<file path="src/rtl/pmc_pkg.sv">
/*
  Shared constants for the multi-mode pulse counter: register map, control
  field layout, mode and operation codes, unit states and period limits.
  Assumes a 10 MHz register clock that also serves as the data clock.
*/
package pmc_pkg;

  localparam real CLK_PERIOD_NS = 100.0;
  localparam real PERIOD_MIN_NS = 93.3;
  localparam real PERIOD_MAX_NS = 1000000000.0;
  localparam int  PERIOD_MIN_CYC = (int'($ceil(PERIOD_MIN_NS / CLK_PERIOD_NS)) < 1) ? 1 :
                                   int'($ceil(PERIOD_MIN_NS / CLK_PERIOD_NS));
  localparam int  PERIOD_MAX_CYC = int'($floor(PERIOD_MAX_NS / CLK_PERIOD_NS));

  localparam int  NUM_SRC   = 36;
  localparam int  NUM_IN    = 40;
  localparam int  GATE_BASE = 36;

  localparam logic [1:0] REG_CTRL   = 2'h0;
  localparam logic [1:0] REG_PERIOD = 2'h1;
  localparam logic [1:0] REG_VALUE  = 2'h2;
  localparam logic [1:0] REG_STAMP  = 2'h3;

  localparam int F_EN    = 0;
  localparam int F_MODE  = 1;
  localparam int F_RISE  = 3;
  localparam int F_FALL  = 4;
  localparam int F_SRC   = 5;
  localparam int F_GATE  = 11;
  localparam int F_OP    = 14;
  localparam int F_INTEG = 16;
  localparam int F_NEW   = 31;

  localparam logic [31:0] CTRL_WMASK = 32'h0001FFFF;
  localparam logic [31:0] CTRL_RST   = 32'h00000000;

  localparam logic [1:0] MODE_FREE  = 2'h0;
  localparam logic [1:0] MODE_GFREE = 2'h1;
  localparam logic [1:0] MODE_GATED = 2'h2;
  localparam logic [1:0] MODE_TAG   = 2'h3;

  localparam logic [1:0] OP_NONE = 2'h0;
  localparam logic [1:0] OP_ADD  = 2'h1;
  localparam logic [1:0] OP_SUB  = 2'h2;

  typedef enum logic [2:0] {
    ST_IDLE = 3'b001,
    ST_RUN  = 3'b010,
    ST_HOLD = 3'b100
  } pmc_state_e;

endpackage : pmc_pkg

</file>
<file path="src/rtl/pmc_reg_if.sv">
/*
  Carrier between the APB front end and the register file of the counter.
  Assumes both ends sit on the same clock.
*/
`timescale 1ns/1ps
`default_nettype none
interface pmc_reg_if;
  logic        wr;
  logic        rd;
  logic [1:0]  unit;
  logic [1:0]  regsel;
  logic [31:0] wdata;
  logic [31:0] rdata;

  modport front (output wr, output rd, output unit, output regsel, output wdata, input rdata);
  modport regs  (input wr, input rd, input unit, input regsel, input wdata, output rdata);
endinterface : pmc_reg_if
`default_nettype wire

</file>
<file path="src/rtl/pmc_apb_slave.sv">
/*
  APB slave front end: decodes the address, answers one cycle into the access
  phase and hands one-cycle write and read strobes to the register file.
  Assumes a well-behaved APB master on the same clock.
*/
`timescale 1ns/1ps
`default_nettype none
module pmc_apb_slave #(
  parameter int NUM_UNITS = 4
) (
  input  wire logic        pclk,
  input  wire logic        presetn,
  input  wire logic [11:0] paddr,
  input  wire logic        psel,
  input  wire logic        penable,
  input  wire logic        pwrite,
  input  wire logic [31:0] pwdata,
  output logic [31:0]      prdata,
  output logic             pready,
  output logic             pslverr,
  pmc_reg_if.front         rif
);
  logic        hit;
  logic        done;
  logic [31:0] prdata_q;
  logic        pready_q;
  logic        pslverr_q;

  always_comb begin
    if (paddr[1:0] != 2'h0) begin
      hit = 1'b0;
    end else if (paddr[11:6] != 6'h00) begin
      hit = 1'b0;
    end else if (int'(paddr[5:4]) >= NUM_UNITS) begin
      hit = 1'b0;
    end else begin
      hit = 1'b1;
    end
  end

  assign done       = psel & penable & pready_q;
  assign rif.wr     = done & pwrite & hit;
  assign rif.rd     = done & ~pwrite & hit;
  assign rif.unit   = paddr[5:4];
  assign rif.regsel = paddr[3:2];
  assign rif.wdata  = pwdata;

  // Answer is computed one cycle into the access phase so read data is stable
  always_ff @(posedge pclk or negedge presetn) begin
    if (!presetn) begin
      pready_q  <= 1'b0;
      prdata_q  <= 32'h00000000;
      pslverr_q <= 1'b0;
    end else begin
      pready_q  <= psel & penable & ~pready_q;
      prdata_q  <= (psel & penable & ~pready_q & ~pwrite & hit) ? rif.rdata : 32'h00000000;
      pslverr_q <= psel & penable & ~pready_q & ~hit;
    end
  end

  assign prdata  = prdata_q;
  assign pready  = pready_q;
  assign pslverr = pslverr_q;
endmodule : pmc_apb_slave
`default_nettype wire

</file>
<file path="src/rtl/pmc_top.sv">
/*
  Multi-mode pulse counter: input synchronisers, per-unit counting engines,
  partner arithmetic, integration and the register file behind APB.
  Assumes source, gate and trigger inputs may be asynchronous and that the
  register clock is also the data clock for counting and timestamps.
*/
`timescale 1ns/1ps
`default_nettype none
// Notes on behaviour
// Free running: clear per period, output total
// Gated free running: gate low clears count, timer
// Gated free running: result only after full period
// Gated: count only between gate edges
// Gated: result at gate falling edge
// Tagging: report each pulse with timestamp
// Tagging: period is minimum report hold-off
// Tagging: pulses in window give one report
// Period limited to 93.3 ns .. 1 s
// Source from four triggers or 32 lines
// Rising selection counts low-to-high crossings
// Falling selection counts high-to-low; both count both
// Gate from four triggers or sequencer triggers
// Operation: none, add or subtract partner
// Partners are units one/two, three/four
// Integration sums successive results
// Disabled unit produces no results
// Latest result readable per unit
// Timestamps counted in data clock cycles
// Count at up to maximum rate
// Synchronise source and gate inputs first
module pmc_top #(
  parameter int NUM_UNITS      = 4,
  parameter int CNT_W          = 32,
  parameter int PER_W          = 24,
  parameter int PERIOD_MAX_CYC = pmc_pkg::PERIOD_MAX_CYC
) (
  input  wire logic        pclk,
  input  wire logic        presetn,
  input  wire logic [11:0] paddr,
  input  wire logic        psel,
  input  wire logic        penable,
  input  wire logic        pwrite,
  input  wire logic [31:0] pwdata,
  output logic [31:0]      prdata,
  output logic             pready,
  output logic             pslverr,
  input  wire logic [3:0]  trig_in,
  input  wire logic [3:0]  seq_trig,
  input  wire logic [31:0] parallel_digital_line
);

  if (NUM_UNITS != 2 && NUM_UNITS != 4) begin : g_bad_units
    $error("NUM_UNITS must be 2 or 4");
  end
  if (CNT_W < 8 || CNT_W > 32) begin : g_bad_cnt
    $error("CNT_W must lie in 8..32");
  end
  if (PER_W > 31 || (64'(1) << PER_W) <= 64'(PERIOD_MAX_CYC)) begin : g_bad_per
    $error("PER_W too narrow for PERIOD_MAX_CYC");
  end

  localparam logic [PER_W-1:0] PMIN = PER_W'(pmc_pkg::PERIOD_MIN_CYC);
  localparam logic [PER_W-1:0] PMAX = PER_W'(PERIOD_MAX_CYC);

  pmc_reg_if rif ();

  logic [pmc_pkg::NUM_IN-1:0] sync1_q;
  logic [pmc_pkg::NUM_IN-1:0] sync2_q;
  logic [31:0]                ts_q;

  logic [31:0]      ctrl_q   [NUM_UNITS];
  logic [PER_W-1:0] period_q [NUM_UNITS];
  logic [CNT_W-1:0] raw_q    [NUM_UNITS];
  logic [CNT_W-1:0] value_q  [NUM_UNITS];
  logic [31:0]      stamp_q  [NUM_UNITS];
  logic             new_q    [NUM_UNITS];
  logic             clr_q    [NUM_UNITS];

  logic             res_v [NUM_UNITS];
  logic [CNT_W-1:0] res_c [NUM_UNITS];
  logic [31:0]      res_s [NUM_UNITS];

  // Source index 0..3 are the trigger inputs, 4..35 the parallel lines
  function automatic logic pick_src(input logic [pmc_pkg::NUM_IN-1:0] v,
                                    input logic [5:0] sel);
    if (int'(sel) < pmc_pkg::NUM_SRC) begin
      pick_src = v[sel];
    end else begin
      pick_src = 1'b0;
    end
  endfunction : pick_src

  // Gate index 0..3 are the trigger inputs, 4..7 the sequencer triggers
  function automatic logic pick_gate(input logic [pmc_pkg::NUM_IN-1:0] v,
                                     input logic [2:0] sel);
    if (sel[2]) begin
      pick_gate = v[pmc_pkg::GATE_BASE + int'(sel[1:0])];
    end else begin
      pick_gate = v[sel[1:0]];
    end
  endfunction : pick_gate

  // Out-of-range periods are pulled to the nearest legal value
  function automatic logic [PER_W-1:0] clamp_per(input logic [31:0] w);
    if (w < 32'(PMIN)) begin
      clamp_per = PMIN;
    end else if (w > 32'(PMAX)) begin
      clamp_per = PMAX;
    end else begin
      clamp_per = w[PER_W-1:0];
    end
  endfunction : clamp_per

  function automatic logic [CNT_W-1:0] combine(input logic [1:0] op,
                                               input logic [CNT_W-1:0] own,
                                               input logic [CNT_W-1:0] other);
    case (op)
      pmc_pkg::OP_ADD: combine = own + other;
      pmc_pkg::OP_SUB: combine = own - other;
      default:         combine = own;
    endcase
  endfunction : combine

  pmc_apb_slave #(
    .NUM_UNITS (NUM_UNITS)
  ) u_apb (
    .pclk    (pclk),
    .presetn (presetn),
    .paddr   (paddr),
    .psel    (psel),
    .penable (penable),
    .pwrite  (pwrite),
    .pwdata  (pwdata),
    .prdata  (prdata),
    .pready  (pready),
    .pslverr (pslverr),
    .rif     (rif)
  );

  // Two flops per input; only the second stage is ever looked at
  always_ff @(posedge pclk or negedge presetn) begin
    if (!presetn) begin
      sync1_q <= '0;
      sync2_q <= '0;
    end else begin
      sync1_q <= {seq_trig, parallel_digital_line, trig_in};
      sync2_q <= sync1_q;
    end
  end

  always_ff @(posedge pclk or negedge presetn) begin
    if (!presetn) begin
      ts_q <= 32'h00000000;
    end else begin
      ts_q <= ts_q + 32'h00000001;
    end
  end

  for (genvar i = 0; i < NUM_UNITS; i++) begin : g_unit
    pmc_pkg::pmc_state_e state_q;
    logic             src_now;
    logic             gate_now;
    logic             src_q;
    logic             gate_q;
    logic             ev;
    logic             tmr_end;
    logic [1:0]       mode;
    logic [CNT_W-1:0] cnt_ev;
    logic [CNT_W-1:0] cnt_q;
    logic [PER_W-1:0] tmr_q;
    logic             rv_q;
    logic [CNT_W-1:0] rc_q;
    logic [31:0]      rs_q;

    assign mode     = ctrl_q[i][pmc_pkg::F_MODE +: 2];
    assign src_now  = pick_src(sync2_q, ctrl_q[i][pmc_pkg::F_SRC +: 6]);
    assign gate_now = pick_gate(sync2_q, ctrl_q[i][pmc_pkg::F_GATE +: 3]);
    // One event per clock: pulse rate is bounded by the data clock
    assign ev = (src_now & ~src_q & ctrl_q[i][pmc_pkg::F_RISE])
              | (~src_now & src_q & ctrl_q[i][pmc_pkg::F_FALL]);
    assign cnt_ev  = cnt_q + CNT_W'(ev);
    assign tmr_end = (tmr_q == period_q[i] - PER_W'(1));

    always_ff @(posedge pclk or negedge presetn) begin
      if (!presetn) begin
        src_q  <= 1'b0;
        gate_q <= 1'b0;
      end else begin
        src_q  <= src_now;
        gate_q <= gate_now;
      end
    end

    always_ff @(posedge pclk or negedge presetn) begin
      if (!presetn) begin
        state_q <= pmc_pkg::ST_IDLE;
        cnt_q   <= '0;
        tmr_q   <= '0;
        rv_q    <= 1'b0;
        rc_q    <= '0;
        rs_q    <= 32'h00000000;
      end else if (!ctrl_q[i][pmc_pkg::F_EN] || clr_q[i]) begin
        state_q <= pmc_pkg::ST_IDLE;
        cnt_q   <= '0;
        tmr_q   <= '0;
        rv_q    <= 1'b0;
      end else begin
        rv_q <= 1'b0;
        case (state_q)
          pmc_pkg::ST_IDLE: begin
            cnt_q <= '0;
            tmr_q <= '0;
            if (mode == pmc_pkg::MODE_FREE) begin
              state_q <= pmc_pkg::ST_RUN;
            end else if (mode == pmc_pkg::MODE_GFREE && gate_now) begin
              state_q <= pmc_pkg::ST_RUN;
            end else if (mode == pmc_pkg::MODE_GATED && gate_now && !gate_q) begin
              state_q <= pmc_pkg::ST_RUN;
              cnt_q   <= CNT_W'(ev);
            end else if (mode == pmc_pkg::MODE_TAG && ev) begin
              state_q <= pmc_pkg::ST_HOLD;
              rv_q    <= 1'b1;
              rc_q    <= CNT_W'(1);
              rs_q    <= ts_q;
            end
          end
          pmc_pkg::ST_RUN: begin
            if (mode == pmc_pkg::MODE_GATED) begin
              if (!gate_now) begin
                state_q <= pmc_pkg::ST_IDLE;
                rv_q    <= 1'b1;
                rc_q    <= cnt_q;
                rs_q    <= ts_q;
              end else begin
                cnt_q <= cnt_ev;
              end
            end else if (mode == pmc_pkg::MODE_GFREE && !gate_now) begin
              state_q <= pmc_pkg::ST_IDLE;
              cnt_q   <= '0;
              tmr_q   <= '0;
            end else if (mode == pmc_pkg::MODE_TAG) begin
              state_q <= pmc_pkg::ST_IDLE;
            end else if (tmr_end) begin
              // Only a completed period reports, so a short gate gives nothing
              rv_q  <= 1'b1;
              rc_q  <= cnt_ev;
              rs_q  <= ts_q;
              cnt_q <= '0;
              tmr_q <= '0;
            end else begin
              cnt_q <= cnt_ev;
              tmr_q <= tmr_q + PER_W'(1);
            end
          end
          pmc_pkg::ST_HOLD: begin
            if (mode != pmc_pkg::MODE_TAG) begin
              state_q <= pmc_pkg::ST_IDLE;
            end else if (tmr_end) begin
              tmr_q <= '0;
              cnt_q <= '0;
              if (cnt_ev != '0) begin
                rv_q <= 1'b1;
                rc_q <= cnt_ev;
                rs_q <= ts_q;
              end else begin
                state_q <= pmc_pkg::ST_IDLE;
              end
            end else begin
              cnt_q <= cnt_ev;
              tmr_q <= tmr_q + PER_W'(1);
            end
          end
          default: begin
            state_q <= pmc_pkg::ST_IDLE;
          end
        endcase
      end
    end

    assign res_v[i] = rv_q;
    assign res_c[i] = rc_q;
    assign res_s[i] = rs_q;
  end

  // Register writes; a control write restarts the unit and its integrator
  always_ff @(posedge pclk or negedge presetn) begin
    if (!presetn) begin
      for (int i = 0; i < NUM_UNITS; i++) begin
        ctrl_q[i]   <= pmc_pkg::CTRL_RST;
        period_q[i] <= PMIN;
        clr_q[i]    <= 1'b0;
      end
    end else begin
      for (int i = 0; i < NUM_UNITS; i++) begin
        clr_q[i] <= 1'b0;
        if (rif.wr && int'(rif.unit) == i && rif.regsel == pmc_pkg::REG_CTRL) begin
          ctrl_q[i] <= rif.wdata & pmc_pkg::CTRL_WMASK;
          clr_q[i]  <= 1'b1;
        end
        if (rif.wr && int'(rif.unit) == i && rif.regsel == pmc_pkg::REG_PERIOD) begin
          period_q[i] <= clamp_per(rif.wdata);
        end
      end
    end
  end

  // Results: partner arithmetic, integration and the new-result flag
  always_ff @(posedge pclk or negedge presetn) begin
    if (!presetn) begin
      for (int i = 0; i < NUM_UNITS; i++) begin
        raw_q[i]   <= '0;
        value_q[i] <= '0;
        stamp_q[i] <= 32'h00000000;
        new_q[i]   <= 1'b0;
      end
    end else begin
      for (int i = 0; i < NUM_UNITS; i++) begin
        logic [CNT_W-1:0] other;
        logic [CNT_W-1:0] comb;
        other = res_v[i ^ 1] ? res_c[i ^ 1] : raw_q[i ^ 1];
        comb  = combine(ctrl_q[i][pmc_pkg::F_OP +: 2], res_c[i], other);
        if (clr_q[i]) begin
          value_q[i] <= '0;
          new_q[i]   <= 1'b0;
        end else if (res_v[i]) begin
          raw_q[i]   <= res_c[i];
          value_q[i] <= ctrl_q[i][pmc_pkg::F_INTEG] ? value_q[i] + comb : comb;
          stamp_q[i] <= res_s[i];
          new_q[i]   <= 1'b1;
        end else if (rif.rd && int'(rif.unit) == i && rif.regsel == pmc_pkg::REG_VALUE) begin
          new_q[i] <= 1'b0;
        end
      end
    end
  end

  always_comb begin
    rif.rdata = 32'h00000000;
    for (int i = 0; i < NUM_UNITS; i++) begin
      if (int'(rif.unit) == i) begin
        if (rif.regsel == pmc_pkg::REG_CTRL) begin
          rif.rdata = ctrl_q[i];
          rif.rdata[pmc_pkg::F_NEW] = new_q[i];
        end else if (rif.regsel == pmc_pkg::REG_PERIOD) begin
          rif.rdata = 32'(period_q[i]);
        end else if (rif.regsel == pmc_pkg::REG_VALUE) begin
          rif.rdata = 32'(value_q[i]);
        end else begin
          rif.rdata = stamp_q[i];
        end
      end
    end
  end

endmodule : pmc_top
`default_nettype wire

</file>
<file path="config.mk">
export PLATFORM = sky130hd
export DESIGN_NAME = pmc_top
export DESIGN_NICKNAME = d
export VERILOG_FILES = /design/src/rtl/pmc_pkg.sv /design/src/rtl/pmc_reg_if.sv /design/src/rtl/pmc_apb_slave.sv /design/src/rtl/pmc_top.sv
export SDC_FILE = /design/constraint.sdc
export NUM_CORES = 2
export LEC_CHECK = 0
export BUFFER_PORTS_ARGS = -buffer_cell sky130_fd_sc_hd__clkbuf_2
export CAP_MARGIN = 20
export CORE_MARGIN = 5
export CORE_UTILIZATION = 45
export CTS_BUF_LIST = sky130_fd_sc_hd__clkbuf_16
export CTS_CLUSTER_DIAMETER = 50
export DETAILED_ROUTE_END_ITERATION = 10
export HOLD_SLACK_MARGIN = 0.02
export MAX_ROUTING_LAYER = met4
export SYNTH_ARGS = -nofsm -noshare
export SYNTH_HDL_FRONTEND = slang
export SYNTH_HIERARCHICAL = 1
export SYNTH_SLANG_ARGS = --single-unit
</file>
<file path="constraint.sdc">
create_clock -name pclk -period 10.1 [get_ports pclk]
set_input_delay 2.525 -clock pclk [delete_from_list [all_inputs] [get_ports pclk]]
set_output_delay 2.525 -clock pclk [all_outputs]
set_load 0.03 [all_outputs]
</file>
* Word level (Yosys, flattened, before mapping)
Index checks and enable logic that the tools add are counted.
Storage, ports and cells: register bits after elaboration 1206, logic and storage cells 772
Operators by class: add/subtract/negate cells 29, order comparisons 18, equality and inequality tests 129, muxes and demuxes 377, bitwise gates (word level) 49, reductions and logical operators 104
Operators with widths (count):
- 2-to-1 mux 32 bit | 157
- one-hot mux 32 bit (3 select lines) | 12
- 2-to-1 mux 24 bit | 26
- one-hot mux 24 bit (3 select lines) | 4
- adder 32 bit | 8
- one-hot mux 32 bit (2 select lines) | 4
- 2-to-1 mux 3 bit | 48
- adder 32 x 1 -> 32 bit | 4
- nonzero test 32 bit | 4
- subtractor 32 bit | 4
- 2-to-1 mux 1 bit | 106
- adder 24 x 1 -> 24 bit (second input constant) | 4
- equality test 24 bit | 4
- subtractor 24 x 1 -> 24 bit (second input constant) | 4
- inequality test 4 bit (second input constant) | 20
- inequality test 3 bit (second input constant) | 24
- inequality test 2 bit (second input constant) | 32
- AND reduction 13 bit | 4
- binary-select mux 1 bit (select 6 bit) | 8
- logical AND 1 bit | 40
- inequality test 5 bit (second input constant) | 8
- one-hot mux 3 bit (3 select lines) | 4
- adder 32 x 1 -> 32 bit (second input constant) | 1
- > comparator 32 x 24 -> 1 bit (second input constant) | 1
- 27 further kinds | 175

* Depth between registers and ports, before layout
depth after elaboration 14, depth in mapped cells 39, mapped depth without buffers 32

* Modules after synthesis
The synthesis kept the hierarchy.
By module, submodules not included:
- pmc_top | times used 1, cells each 8719, area an instance 79214.7 µm², seq. area each 29338.1 µm²
- pmc_apb_slave | times used 1, cells each 157, area an instance 1870.5 µm², seq. area each 850.8 µm²

* Worst setup path before layout
Ideal clock, no wire load.
kind flip-flop to flip-flop, from register g_unit[2].rv_q, to register value_q[29] in the netlist's numbering, library setup time 120 ps, arrival time 7868 ps, data required time 9980 ps, setup slack 2112 ps, stages on the path, launching flop included 37, buffers on the path 8, period minus slack after synthesis 7988 ps, cells stage by stage dfrtp_1 -> clkbuf_1 -> clkbuf_1 -> clkbuf_1 -> clkbuf_1 -> buf_1 -> clkbuf_1 -> clkbuf_1 -> mux2i_1 -> ha_1 -> o21ai_0 -> nand2b_1 -> nor2_1 -> nor2_1 -> xor2_1 -> ha_1 -> a21o_1 -> a21o_1 -> a21o_1 -> nor2_1 -> o21ai_0 -> a21o_1 -> a21oi_1 -> xor2_1 -> o21ai_0 -> ha_1 -> clkbuf_1 -> nand4_1 -> nor2_1 -> and3_1 -> a2111oi_0 -> o21ai_0 -> a21boi_0 -> o21bai_1 -> a31oi_1 -> xnor2_1 -> o211a_1
Between the ends: word-level cells in the longest chain between the ends 7
RTL lines:
- start, declared | RTL line pmc_top.sv:171 | logic rv_q;
- start signal, assigned | RTL line pmc_top.sv:199 | rv_q <= 1'b0;
- start signal, assigned | RTL line pmc_top.sv:206 | rv_q <= 1'b0;
- start signal, assigned | RTL line pmc_top.sv:208 | rv_q <= 1'b0;
- 2-to-1 mux 32 bit (*)
- subtractor 32 bit or adder 32 bit (tied branches) | RTL line pmc_top.sv:119, pmc_top.sv:118
- one-hot mux 32 bit (2 select lines) (*) | RTL line pmc_top.sv:117 | case (op)
- adder 32 bit | RTL line pmc_top.sv:327 | value_q[i] <= ctrl_q[i][pmc_pkg::F_INTEG] ? value_q[i] + comb : comb;
- 2-to-1 mux 32 bit (*) | RTL line pmc_top.sv:327
- 2-to-1 mux 32 bit (*) | RTL line pmc_top.sv:325 | end else if (res_v[i]) begin
- 2-to-1 mux 32 bit (*) | RTL line pmc_top.sv:322 | if (clr_q[i]) begin
- end signal, assigned by index | RTL line pmc_top.sv:327
- end, declared | RTL line pmc_top.sv:74 | logic [CNT_W-1:0] value_q [NUM_UNITS];
Mark *: on every way between the ends. The rest lies on a longest branch, timed or not. The select of a mux whose other input is x is not followed. A chain may end at the register's enable or synchronous reset.

* Final worst setup path
from register g_unit[0].rv_q, to register value_q[95] in the netlist's numbering
Between the ends: word-level cells in the longest chain between the ends 7
RTL lines (RTL line):
- start, declared | pmc_top.sv:171
- start signal, assigned | pmc_top.sv:199
- start signal, assigned | pmc_top.sv:206
- start signal, assigned | pmc_top.sv:208
- 2-to-1 mux 32 bit (*)
- subtractor 32 bit or adder 32 bit (tied branches) | pmc_top.sv:119, pmc_top.sv:118
- one-hot mux 32 bit (2 select lines) (*) | pmc_top.sv:117
- adder 32 bit | pmc_top.sv:327
- 2-to-1 mux 32 bit (*) | pmc_top.sv:327
- 2-to-1 mux 32 bit (*) | pmc_top.sv:325
- 2-to-1 mux 32 bit (*) | pmc_top.sv:322
Marked as above.

==> impl_metrics.csv <==
group,metric,value,unit
run_status,status,"finished clean",
clock_tree,cts.repair_timing.setup_buffer_count,0,
synth,synth_top_area_share,37.0,%
route,drtIter0Drc,7424,
setup_path,cp_slowest_stage_delay,0.76,ns
setup_path,worstReg2RegStart,"g_unit[0].rv_q$_DFF_PN0_",
synth,yosysWarnings,6,
power,p_per_area,128,nW/um^2
die,design.portCount,123,
grt,globalRouteOverflowTotal,0,
grt,grt_max_degree,154,
die,core-area,179000,sq um
finish,area.sequential,30200,sq um
sta,max_clock_freq,0.124,GHz
sta,setup_repair_after_global_routing_missed_its_margin,"false",
route,post_drt_wl_per_cell,25.1,um
sta,timing.setup.tns,0,ns
synth,post-synth-top-area-cell,"dfrtp_1",
sta,fin_skew,0.0824,ns
grt,use_met2,44.3,%
power,switching_share,25.1,%
route,route.vias.total,70200,
synth,synth_top_cells_by_area,"dfrtp_1, mux2_2, o21ai_0",
power,p_leak,40.0,nW
synth,compound_gate_portion_of_the_synthesized_area,17.4,%
power,power_frac_clock,54.9,%
power,switchingPower,0.00287,W
setup_path,critical_path.slowest_cell,"buf_4",
grt,grt_util_met1,41.9,%
clock_tree,max-clock-path-buffers,3,
synth,synth_cell_types,93,
clock_tree,cts_resized,0,
setup_path,worst_path_dominant_cell_family,"compound AO/OA/AOI/OAI gates",
clock_tree,cts-root-buf,"clkbuf_16",
finish,drive_gt1_share,13.8,%
die,die-height,434,um
synth,synthAdderAreaFrac,4.41,%
grt,grtUsageMet3,4.54,%
die,placement_rows,155,
min_path,hold_path_end,"sync2_q[24]$_DFF_PN0_",
sta,hold_viol,0,
grt,grt_pass1_vias,65900,
finish,nets,9070,
setup_path,cp.arrival,8.80,ns
power,power_report.internal_total,0.00856,W
die,die_width,434,um
route,postRouteAntennaNets,0,
setup_path,r2r_end,"value_q[95]$_DFFE_PN0P_",
route,viasPerCell,6.25,
synth,synth_seq_area_share,37.2,%
sta,fin_worst_hold_slack,0.343,ns
synth,synthMuxAreaShare,13.4,%
clock_tree,cts.reportedPaths.clkPinSlew,0.06,ns
placement,dpl_cell_area,83200,sq um
synth,synth_fp_nets,9246,
setup_path,crit_fanout,78,
synth,synthFlopType,"dfrtp_1",
synth,post_synth_xor_area_fraction,5.35,%
finish,fillerInstances,16600,
route,drt_drc_violations_left,0,
setup_path,worstPathBufferInverterCount,1,
synth,ys_seq_elements,1206,
die,initial_standard_cell_utilization_of_the_core,45.3,%
clock_tree,holdBufCountCts,0,
clock_tree,worst_skew_pair.late_latency,0.86,ns
setup_path,critical_path_required,10.82,ns
synth,syn-cell-area,81100,sq um
sta,final_period_minus_worst_setup_slack,8.08,ns
sta,worstMarginPinSlew,1.13,ns
grt,grt_util_all_layers,30.1,%
placement,place_congestion,1.00,
finish,finalInstanceArea,89400,sq um
synth,ys_async_sr_fraction,100,%
flow_run,maxCapViolations,0,
placement,hpwl,210000,um
grt,grt_pass1_wl,424000,um
route,routed_wirelength,282000,um
setup_path,rr_worst_depth,29,
grt,antenna_found_initial,14,
sta,worst_slew_margin_rel,23.7,%
clock_tree,number_of_buffers_created_by_cts,177,
setup_path,endpoint_kind,"register",
power,combinationalPowerShare,2.4,%
synth,synth_edf_count,0,
power,share_seq_of_total_power,42.7,%
clock_tree,cts_num_sinks,1206,
sta,finalSetupViolCount,0,
setup_path,timing.critical_path.from,"g_unit[0].rv_q$_DFF_PN0_",
grt,top_usage_layer,"met2",
setup_path,most_numerous_cell_on_the_critical_path,"o21ai_0",
sta,post-route-period-util,80.0,%
finish,area.growth.synth_to_final,10.3,%
power,worst_voltage_drop_across_the_vdd_grid,0.000123,V
min_path,hp-class,"register to register",
placement,port-buffer-count,122,
synth,main_combinational_cell_family_by_area_after_synthesis,"simple AND/OR/NAND/NOR gates",
clock_tree,cts-htree-levels,4,
setup_path,r2r_setup_slack,2.02,ns
setup_path,path_type_of_the_worst_setup_path,"register to register",
min_path,worstHoldPathCells,0,
synth,post_synth_inst_count,8876,
die,dieArea,189000,sq um
min_path,startpoint_of_the_tightest_hold_check_path,"sync1_q[24]$_DFF_PN0_",
finish,utilization,50.0,%
sta,final-max-slew-violation-count,0,
synth,synth_simple_gate_area_share,18.3,%
route,drtPass1Iterations,6,
synth,synth_area_per_cell,9.14,sq um
clock_tree,tritoncts,"built",
finish,multi_input_area,47900,sq um
setup_path,setup.worst_path.start_class,"register",
[power groups by stage]
stage,clock (W),combinational (W),sequential [W]
global route,0.00659,0.000308,0.00487
CTS,0.00637,0.000286,0.00487
floorplan,0,0.000112,0.00495
detailed placement,0,0.000284,0.00496
finish,0.00627,0.000279,0.00488
global placement,0,0.000282,0.00496
[cell usage in the layout, fill, tap and decap left out, drive strengths merged, types with 241 or more instances in the layout]
master	instances
dfrtp	1198
nand2	1038
o21ai	817
nor2	655
mux2	467
a21oi	380
clkbuf	298
ha	273
xor2	249
xnor2	246
nor3	243
inv	241
[synth_stat cells (87+ instances only)]
cell	instances
a211oi_1	142
nor3_1	243
o21ai_0	811
a21oi_1	380
nor4_1	99
inv_1	182
dfrtp_1	1198
mux4_2	155
nand4_1	87
xnor2_1	246
nand2b_1	140
nand2_1	1038
nand3_1	221
xor2_1	249
o31ai_1	176
mux2i_1	211
a21o_1	126
and3_1	149
ha_1	273
a31oi_1	91
mux2_2	412
nor2_1	655
clkbuf_1	459
nor2b_1	97
[layout make-up]
type                       instances  area share (%)
multi-input combinational       6899            53.6
sequential                      1206            33.8
clock buffer                     177            4.95
tap                             2355            3.30
clock inverter                   156            1.83
timing repair buffer             229            1.75
inverter                         187           0.785
antenna                           13          0.0364
[flip-flops by register name, indices dropped and copies added (netlist names), 68 cells and up]
signal and flops:
g_unit.rc_q 128, value_q 128, ctrl_q 68, stamp_q 128
raw_q 128, period_q 96, g_unit.rs_q 128, g_unit.cnt_q 128
g_unit.tmr_q 96
[stage by stage]
stage | total power (W) | instances | worst slack (ns)
2_1_floorplan | 0.00506 | 8876 | 2.11
3_3_place_gp | 0.00524 | 10900 | 2.37
3_5_place_dp | 0.00524 | 10900 | 2.19
4_1_cts | 0.0115 | 11200 | 2.06
5_1_grt | 0.0118 | 11200 | 1.30
6_report | 0.0114 | 11200 | 2.02
[per-layer routing]
metal / vias up / wire [um] / part of all wire, %
met5: - / 0 / 0
met1: 35000 / 126000 / 45
li1: 32100 / - / -
met4: 0 / 12900 / 4.6
met3: 444 / 20100 / 7.1
met2: 2607 / 123000 / 44
[how the worst max path moves through the flow]
stage	end	cells past startpoint	slack (ns)
finish	value_q[95]$_DFFE_PN0P_	29	2.02
CTS	value_q[92]$_DFFE_PN0P_	28	2.06
global route	value_q[29]$_DFFE_PN0P_	26	1.30
detailed placement	value_q[92]$_DFFE_PN0P_	28	2.19
global placement	value_q[94]$_DFFE_PN0P_	28	2.37
floorplan	value_q[29]$_DFFE_PN0P_	36	2.11
[worst reg2reg max path: cells and delay by family (launching register included)]
kind                       cells  cell delay (ns)
and+or+nand+nor                7             1.04
AOI/OAI and AO/OA             17             4.42
DFF                            1             0.73
buffers and inverters          1             0.76
xor gates and xnor gates       2             0.27
adders and majority gates      2             0.73
[kinds of logic after synthesis]
| group | after synthesis |
|---|---|
| flip-flops | 1206 |
| AO/OA/AOI/OAI | 2236 |
| AND/OR/NAND/NOR | 3054 |
| buffers and inverters | 771 |
| XOR/XNOR | 495 |
| adder cells (fa/ha/maj) | 281 |
| multiplexers | 833 |
Power figures use the tool's default switching activity.
